===== config.mk =====
export PLATFORM = sky130hd
export DESIGN_NAME = perf_event_top
export DESIGN_NICKNAME = d
export VERILOG_FILES = /design/src/hw/event_select.v /design/src/hw/read_miss_filter.v /design/src/hw/perf_event_top.v
export VERILOG_INCLUDE_DIRS = /design/src /design/src/hw
export SDC_FILE = /design/constraint.sdc
export NUM_CORES = 1
export LEC_CHECK = 0
export BUFFER_PORTS_ARGS = -buffer_cell sky130_fd_sc_hd__buf_2
export CORE_UTILIZATION = 30
export DETAILED_ROUTE_END_ITERATION = 7
export GPL_ROUTABILITY_DRIVEN = 0
export PLACE_DENSITY = 0.52
export SYNTH_ARGS = -nofsm -noshare
export SYNTH_HDL_FRONTEND = slang
export SYNTH_HIERARCHICAL = 1
export SYNTH_SLANG_ARGS = --single-unit

===== constraint.sdc =====
create_clock -name clk -period 4.8 [get_ports clk]
set_input_delay 0.72 -clock clk [delete_from_list [all_inputs] [get_ports clk]]
set_output_delay 0.72 -clock clk [all_outputs]
set_load 0.02 [all_outputs]

===== src/hw/perf_event_defines.vh =====
// Constants for the performance event selection and qualification logic
// Behaviour
// - Code CEH, mask 00H counts each retired packed-integer instruction.
// - Code D4H counts segment rename stalls; mask picks ES, DS, FS, GS, or all.
// - Code D5H counts segment renames with the same per-register mask encoding.
// - Cache-state events: mask bits 3..0 select modified, exclusive, shared, invalid.
// - Cache-state mask FH counts all states; mask 0H never increments.
// - Bus events: mask bit 5 low counts own transactions, high counts any agent.
// - Older-core mode: each counter takes its code from its own field of shared control.
// - Most events count on either counter; code D6H counts only on counter 1.
// - Code 00H counts data reads, split halves separately, excluding translation and I/O reads.
// - Data read and write events may come twice per clock; counter adds two.
// - Code 01H counts data writes, split halves separately, excluding I/O writes.
// - Code 02H counts data translation buffer misses.
// - Code 03H counts data read misses; repeat reads during a burst fill add nothing.
// - Code 04H counts data write misses, excluding translation handling and I/O.
`ifndef PERF_EVENT_DEFINES_VH
`define PERF_EVENT_DEFINES_VH

`define CNT_W            40
`define AW               4
// Register offsets
`define ADDR_SEL0        4'h0
`define ADDR_SEL1        4'h1
`define ADDR_SHARED      4'h2
`define ADDR_MODE        4'h3
`define ADDR_CNT0_LO     4'h4
`define ADDR_CNT0_HI     4'h5
`define ADDR_CNT1_LO     4'h6
`define ADDR_CNT1_HI     4'h7
// Selector fields
`define SEL_CODE         7:0
`define SEL_MASK         15:8
`define SEL_RST          32'h0000_0000
`define SHARED_CODE0     5:0
`define SHARED_CODE1     21:16
`define SHARED_RST       32'h0000_0000
// Newer-core event codes
`define EV_PKD_RET       8'hCE
`define EV_SEG_STALL     8'hD4
`define EV_SEG_REN       8'hD5
`define EV_L2_STATE      8'h2E
`define EV_BUS_TRAN      8'h70
// Older-core event codes
`define EV_DRD           6'h00
`define EV_DWR           6'h01
`define EV_DTLB          6'h02
`define EV_DRD_MISS      6'h03
`define EV_DWR_MISS      6'h04
// Counter-restricted event (counter 1 only)
`define EV_ONLY1         8'hD6
// Mask values, bus-any mask bit index and burst beat limit
`define MSK_NONE         8'h00
`define MSK_SEG_ALL      4'hF
`define MSK_BUS_ANY      5
`define BURST_BEATS      2'h3

`endif


===== src/hw/event_select.v =====
// Decodes one counter's selection into a 2-bit increment; drd_cnt and dwr_cnt pass through unchanged
`timescale 1ns/1ns
`include "perf_event_defines.vh"
module event_select #(
   parameter CNT_ID = 0
) (
   input  wire       legacy_mode,
   input  wire [7:0] code,
   input  wire [7:0] mask,
   input  wire [5:0] legacy_code,
   input  wire       retired_packed_int_instr,
   input  wire [3:0] segment_rename_stall_event,
   input  wire [3:0] segment_rename_event,
   input  wire [3:0] l2_state_event,
   input  wire       bus_own_event,
   input  wire       bus_other_event,
   input  wire       rename_retired_event,
   input  wire [1:0] drd_cnt,
   input  wire [1:0] dwr_cnt,
   input  wire       dtlb_miss,
   input  wire       drd_miss_new,
   input  wire       dwr_miss,
   output reg  [1:0] inc
);
   wire seg_mask_ok = (mask[7:4] == 4'h0) && ((mask[3:0] == 4'h1) || (mask[3:0] == 4'h2) ||
                      (mask[3:0] == 4'h4) || (mask[3:0] == 4'h8) || (mask[3:0] == `MSK_SEG_ALL));
   always @* begin
      inc = 2'h0;
      if (legacy_mode) begin
         case (legacy_code)
            `EV_DRD:      inc = drd_cnt;
            `EV_DWR:      inc = dwr_cnt;
            `EV_DTLB:     inc = {1'b0, dtlb_miss};
            `EV_DRD_MISS: inc = {1'b0, drd_miss_new};
            `EV_DWR_MISS: inc = {1'b0, dwr_miss};
            default:      inc = 2'h0;
         endcase
      end else begin
         case (code)
            `EV_PKD_RET:
               if (mask == `MSK_NONE) inc = {1'b0, retired_packed_int_instr};
            `EV_SEG_STALL:
               if (seg_mask_ok) inc = {1'b0, |(segment_rename_stall_event & mask[3:0])};
            `EV_SEG_REN:
               if (seg_mask_ok) inc = {1'b0, |(segment_rename_event & mask[3:0])};
            `EV_L2_STATE:
               inc = {1'b0, |(l2_state_event & mask[3:0])};
            `EV_BUS_TRAN:
               inc = {1'b0, bus_own_event | (mask[`MSK_BUS_ANY] & bus_other_event)};
            `EV_ONLY1:
               if (CNT_ID == 1 && mask == `MSK_NONE) inc = {1'b0, rename_retired_event};
            default: inc = 2'h0;
         endcase
      end
   end
endmodule // event_select


===== src/hw/read_miss_filter.v =====
// Suppresses repeat read-miss counts to a line while its burst fill runs
`timescale 1ns/1ns
`include "perf_event_defines.vh"
module read_miss_filter (
   input  wire       clk,
   input  wire       srst,
   input  wire       drd_miss,
   input  wire       drd_miss_same_line,
   input  wire       burst_ready_n,
   output wire       drd_miss_new
);
   reg       fill_ff;
   reg [1:0] beats_ff;
   reg       burst_ready_n_s1_ff;
   reg       burst_ready_n_s2_ff;
   wire      beat = ~burst_ready_n_s2_ff;
   // Repeat misses to the filling line add nothing until the last beat
   assign drd_miss_new = drd_miss & ~(fill_ff & drd_miss_same_line);
   always @(posedge clk) begin
      if (srst) begin
         burst_ready_n_s1_ff <= 1'b1;
         burst_ready_n_s2_ff <= 1'b1;
         fill_ff    <= 1'b0;
         beats_ff   <= 2'h0;
      end else begin
         burst_ready_n_s1_ff <= burst_ready_n;
         burst_ready_n_s2_ff <= burst_ready_n_s1_ff;
         if (beat) begin
            if (beats_ff == `BURST_BEATS) begin
               fill_ff  <= 1'b0;
               beats_ff <= 2'h0;
            end else begin
               fill_ff  <= 1'b1;
               beats_ff <= beats_ff + 2'h1;
            end
         end
      end
   end
endmodule // read_miss_filter


===== src/hw/perf_event_top.v =====
// Performance event selectors, counters and register port
`timescale 1ns/1ns
`include "perf_event_defines.vh"
module perf_event_top (
   input  wire        clk,
   input  wire        srst,
   input  wire [3:0]  reg_addr,
   input  wire [31:0] reg_wdata,
   input  wire        reg_wr,
   input  wire        reg_rd,
   output reg  [31:0] reg_rdata,
   input  wire        retired_packed_int_instr,
   input  wire [3:0]  segment_rename_stall_event,
   input  wire [3:0]  segment_rename_event,
   input  wire [3:0]  l2_state_event,
   input  wire        bus_own_event,
   input  wire        bus_other_event,
   input  wire        rename_retired_event,
   input  wire [1:0]  drd_cnt,
   input  wire [1:0]  dwr_cnt,
   input  wire        dtlb_miss,
   input  wire        drd_miss,
   input  wire        drd_miss_same_line,
   input  wire        dwr_miss,
   input  wire        burst_ready_n,
   output reg  [39:0] count0,
   output reg  [39:0] count1
);
   reg  [31:0] event_selector_0_ff;
   reg  [31:0] event_selector_1_ff;
   reg  [31:0] shared_counter_control_reg_ff;
   reg         legacy_ff;
   wire [1:0]  inc0;
   wire [1:0]  inc1;
   wire        drd_miss_new;

   read_miss_filter u_filt (
      .clk                (clk),
      .srst               (srst),
      .drd_miss           (drd_miss),
      .drd_miss_same_line (drd_miss_same_line),
      .burst_ready_n      (burst_ready_n),
      .drd_miss_new       (drd_miss_new)
   );

   event_select #(.CNT_ID(0)) u_sel0 (
      .legacy_mode                (legacy_ff),
      .code                       (event_selector_0_ff[`SEL_CODE]),
      .mask                       (event_selector_0_ff[`SEL_MASK]),
      .legacy_code                (shared_counter_control_reg_ff[`SHARED_CODE0]),
      .retired_packed_int_instr   (retired_packed_int_instr),
      .segment_rename_stall_event (segment_rename_stall_event),
      .segment_rename_event       (segment_rename_event),
      .l2_state_event             (l2_state_event),
      .bus_own_event              (bus_own_event),
      .bus_other_event            (bus_other_event),
      .rename_retired_event       (rename_retired_event),
      .drd_cnt                    (drd_cnt),
      .dwr_cnt                    (dwr_cnt),
      .dtlb_miss                  (dtlb_miss),
      .drd_miss_new               (drd_miss_new),
      .dwr_miss                   (dwr_miss),
      .inc                        (inc0)
   );

   event_select #(.CNT_ID(1)) u_sel1 (
      .legacy_mode                (legacy_ff),
      .code                       (event_selector_1_ff[`SEL_CODE]),
      .mask                       (event_selector_1_ff[`SEL_MASK]),
      .legacy_code                (shared_counter_control_reg_ff[`SHARED_CODE1]),
      .retired_packed_int_instr   (retired_packed_int_instr),
      .segment_rename_stall_event (segment_rename_stall_event),
      .segment_rename_event       (segment_rename_event),
      .l2_state_event             (l2_state_event),
      .bus_own_event              (bus_own_event),
      .bus_other_event            (bus_other_event),
      .rename_retired_event       (rename_retired_event),
      .drd_cnt                    (drd_cnt),
      .dwr_cnt                    (dwr_cnt),
      .dtlb_miss                  (dtlb_miss),
      .drd_miss_new               (drd_miss_new),
      .dwr_miss                   (dwr_miss),
      .inc                        (inc1)
   );

   // Software write to a counter word wins over a same-cycle increment
   always @(posedge clk) begin
      if (srst) begin
         event_selector_0_ff           <= `SEL_RST;
         event_selector_1_ff           <= `SEL_RST;
         shared_counter_control_reg_ff <= `SHARED_RST;
         legacy_ff                     <= 1'b0;
         count0                        <= 40'h00_0000_0000;
         count1                        <= 40'h00_0000_0000;
         reg_rdata                     <= 32'h0000_0000;
      end else begin
         count0 <= count0 + {38'h0, inc0};
         count1 <= count1 + {38'h0, inc1};
         if (reg_wr) begin
            case (reg_addr)
               `ADDR_SEL0:    event_selector_0_ff <= reg_wdata;
               `ADDR_SEL1:    event_selector_1_ff <= reg_wdata;
               `ADDR_SHARED:  shared_counter_control_reg_ff <= reg_wdata;
               `ADDR_MODE:    legacy_ff <= reg_wdata[0];
               `ADDR_CNT0_LO: count0[31:0] <= reg_wdata;
               `ADDR_CNT0_HI: count0[39:32] <= reg_wdata[7:0];
               `ADDR_CNT1_LO: count1[31:0] <= reg_wdata;
               `ADDR_CNT1_HI: count1[39:32] <= reg_wdata[7:0];
               default:       legacy_ff <= legacy_ff;
            endcase
         end
         if (reg_rd) begin
            case (reg_addr)
               `ADDR_SEL0:    reg_rdata <= event_selector_0_ff;
               `ADDR_SEL1:    reg_rdata <= event_selector_1_ff;
               `ADDR_SHARED:  reg_rdata <= shared_counter_control_reg_ff;
               `ADDR_MODE:    reg_rdata <= {31'h0, legacy_ff};
               `ADDR_CNT0_LO: reg_rdata <= count0[31:0];
               `ADDR_CNT0_HI: reg_rdata <= {24'h0, count0[39:32]};
               `ADDR_CNT1_LO: reg_rdata <= count1[31:0];
               `ADDR_CNT1_HI: reg_rdata <= {24'h0, count1[39:32]};
               default:       reg_rdata <= 32'h0000_0000;
            endcase
         end else begin
            reg_rdata <= 32'h0000_0000;
         end
      end
   end
endmodule // perf_event_top


==> summary.txt <==
Routing
  • Routed Antenna Nets: 0
  • First-pass DRT Iterations: 5
  • Vias per cell: 5.55
  • Via count: 10300
  • Drt drc: 0
  • Wire per inst: 21.4 microns
  • Drt first-iter violations: ~1100
  • WL final: 39700 microns

Synthesis
  • EDFF count, synth: 0
  • Register area share after synthesis: 0.418
  • Post-synth cell types: 64
  • Synth warn: 6
  • Synthesized instance count: 1255
  • Async SR Flop Fraction: 0
  • Mapped Nets: approximately 1300
  • Top_reg_cell synth: dfxtp_1
  • Avg Inst Size Synth: 8.18 sq um
  • Mapped Area: 10300 sq um
  • Post-synthesis register bit count: 214

Global route
  • Global route overflow: 0
  • Largest net degree at the start of global routing: 85
  • First-pass GRT wire length: 59900 microns
  • Global-route usage over all layers: 0.219
  • Vias in the first global route: 9526
  • Initial antenna violation count: 0

Cells and area
  • Area of the multi-input gates: between 5000 and 6000 sq um
  • Final net count: 1455
  • Fillers: 3496
  • Antenna cells: 0
  • Register Area: 4280 sq um
  • Commonest non-fill, non-tap cell in the layout: nand2_1
  • Post-layout util: 0.368
  • Non-Filler Instances: 1851
  • Share of layout cells above drive strength 1: 0.192
  • Most frequent cells in the layout: nand2_1, dfxtp_1, buf_2, a21oi_1, nor2_1
  • Post-Layout Inst Area: roughly 12000 sq um
  • Layout area overhead: 20.6%

Critical path
  • Crit Path Class: flop to flop
  • WP data arrival: 4210 ps
  • R2r worst-path depth: 13
  • Critical path capture point type: flop
  • R2R Setup Slk: between 1000 and 1500 ps
  • Reg2reg end: count1[34]
  • CP startpoint kind: flop
  • Worst R2R Start: event_selector_1_ff[7]
  • CP max FO: 5
  • WP data required: around 5200 ps

CTS
  • Setup repair bufs after CTS: 0
  • H-tree depth: 1
  • Worst-Skew Late Latency: 540 ps
  • Worst-case clock buffer depth: 3
  • Clock sink count: between 200 and 250
  • Clock buffer count from CTS: 26
  • Post-CTS resize count: 0
  • CTS tree: done
  • Cts hold-fix bufs: 0
  • CTS root buf: clkbuf_16
  • Worst-path clk slew: 60 ps

Placement
  • Port Buf Inserts: 176
  • Placed standard-cell area: 11500 sq um
  • Placed cell count: 1803
  • Dpl hpwl: 27500 microns

Timing
  • Rel. slew slack: 0.200
  • Slew Viols, Final: 0
  • Worst-Margin Slew: 1200 ps
  • Post-layout min period: 3780 ps
  • Final Hold Vio Count: 0
  • RSZ-0062 raised after global routing: false
  • Setup violations, final: 0
  • FMAX: ~260 MHz
  • Fin Clk Skew: ~15 ps
  • Setup_tns: 0 ps
  • Tcrit/Tclk final: 0.787

Power and ir drop
  • Maximum vdd drop: 0.246 mV
  • Leak pwr: 0.00433 uW
  • Power Density: around 330 nW/um^2

Floorplanning
  • Core region area: 33600 sq um
  • Num rows: 67
  • Top Ports: 177
  • Starting density of the core: 0.305
  • Full die area: about 35000 sq um
  • Die X-Extent: around 190 microns
  • Die Ht: 187 microns

Hold path
  • Hold Path Cell Cnt: 2
  • Hold path endpoint: u_filt/burst_ready_n_s1_ff
  • HP Start: burst_ready_n
  • HP Class: primary input to flop

Job
  • Max_cap viols: 0

Status
  • Outcome: finished, final reports clean
[final cells by class]
type / count / area share
Multi-Input combinational cell: 935 / 0.451
Sequential cell: 214 / 0.346
Timing Repair Buffer: 195 / 0.0829
Clock buffer: 36 / 0.0638
Tap cell: 448 / 0.0453
Clock inverter: 12 / 0.00758
Inverter: 11 / 0.00334
[kinds of logic (layout without fill, tap and decap cells)]
| family | after synthesis | count (layout) | share of synthesized area |
|---|---|---|---|
| AO/OA/AOI/OAI | 330 | 330 | 0.216 |
| XOR/XNOR | 66 | 66 | 0.0563 |
| adder cells (fa/ha/maj) | 7 | 7 | 0.0100 |
| buffers and inverters | 106 | 254 | 0.0429 |
| flip-flops | 214 | 214 | 0.418 |
| multiplexers | 13 | 13 | 0.0128 |
| AND/OR/NAND/NOR | 519 | 519 | 0.244 |
[power by group]
group / switching, uW / total (uW) / internal (uW)
clock network: 809 / 2010 / 1200
registers: 44.6 / 1850 / 1800
logic: 165 / 234 / 69.3
[through the flow]
stage	total power (uW)	hold WS, ps	setup WS (ps)
6_report	4090	372	1020
5_1_grt	4210	378	751
4_1_cts	4130	362	991
3_5_place_dp	2120	404	610
3_3_place_gp	2120	401	649
2_1_floorplan	1990	389	1300
[worst max path at each step]
stage,end,depth (start not counted),from
6_report,count1[34],13,event_selector_1_ff[7]
5_1_grt,count0[38],12,event_selector_0_ff[12]
4_1_cts,count1[34],13,event_selector_1_ff[5]
3_5_place_dp,count0[38],15,drd_miss_same_line
3_3_place_gp,count0[38],15,drd_miss_same_line
2_1_floorplan,count0[38],15,drd_miss
[flip-flops by register name, summed over array words and instances, names as in the netlist]
name	count
count0	40
u_filt/beats_ff	2
u_filt/burst_ready_n_s1_ff	1
reg_rdata	32
event_selector_0_ff	32
legacy_ff	1
count1	40
shared_counter_control_reg_ff	32
u_filt/burst_ready_n_s2_ff	1
u_filt/fill_ff	1
event_selector_1_ff	32
[critical path, stage by stage (launching register included)]
cell and delay (ps):
dfxtp_1 480, nand4bb_1 270, nor4_4 300, a311oi_1 220, o211ai_2 200, ha_1 200
inv_1 60, fa_1 430, nand4b_1 380, nor4_1 450, buf_4 210, nand4_1 110
xor2_1 160, a211oi_1 210
[synth_stat cells (all sizes together) (3+ instances only)]
master	instances	area, sq um
dfxtp	214	4280
buf	10	80.1
a211oi	66	495
mux2i	12	120
nand2b	5	31.3
clkbuf	85	319
a31oi	10	62.6
or3	9	56.3
ha	5	62.6
nand4	29	209
nand4bb	5	56.3
a222oi	29	290
a311oi	12	105
xnor2	34	298
and3	16	100
or2	5	31.3
or4	5	37.5
a21oi	130	651
inv	11	41.3
and2	7	43.8
nor4	24	186
nor2	93	349
and4	7	61.3
nand2	239	897
nand4b	3	26.3
o21ai	13	65.1
nand3	35	175
nor4b	3	26.3
nor3	19	95.1
nor2b	4	25.0
xor2	32	280
o31ai	4	30.0
a22oi	52	395
[metal layers]
layer	up-vias	GRT usage	part of all wire
li1	4832	-	-
met1	4966	0.298	0.44
met2	425	0.355	0.46
met3	55	0.0356	0.075
met4	0	0.0672	0.026
met5	-	0	0
No activity file was read; power rests on OpenSTA's default activity.
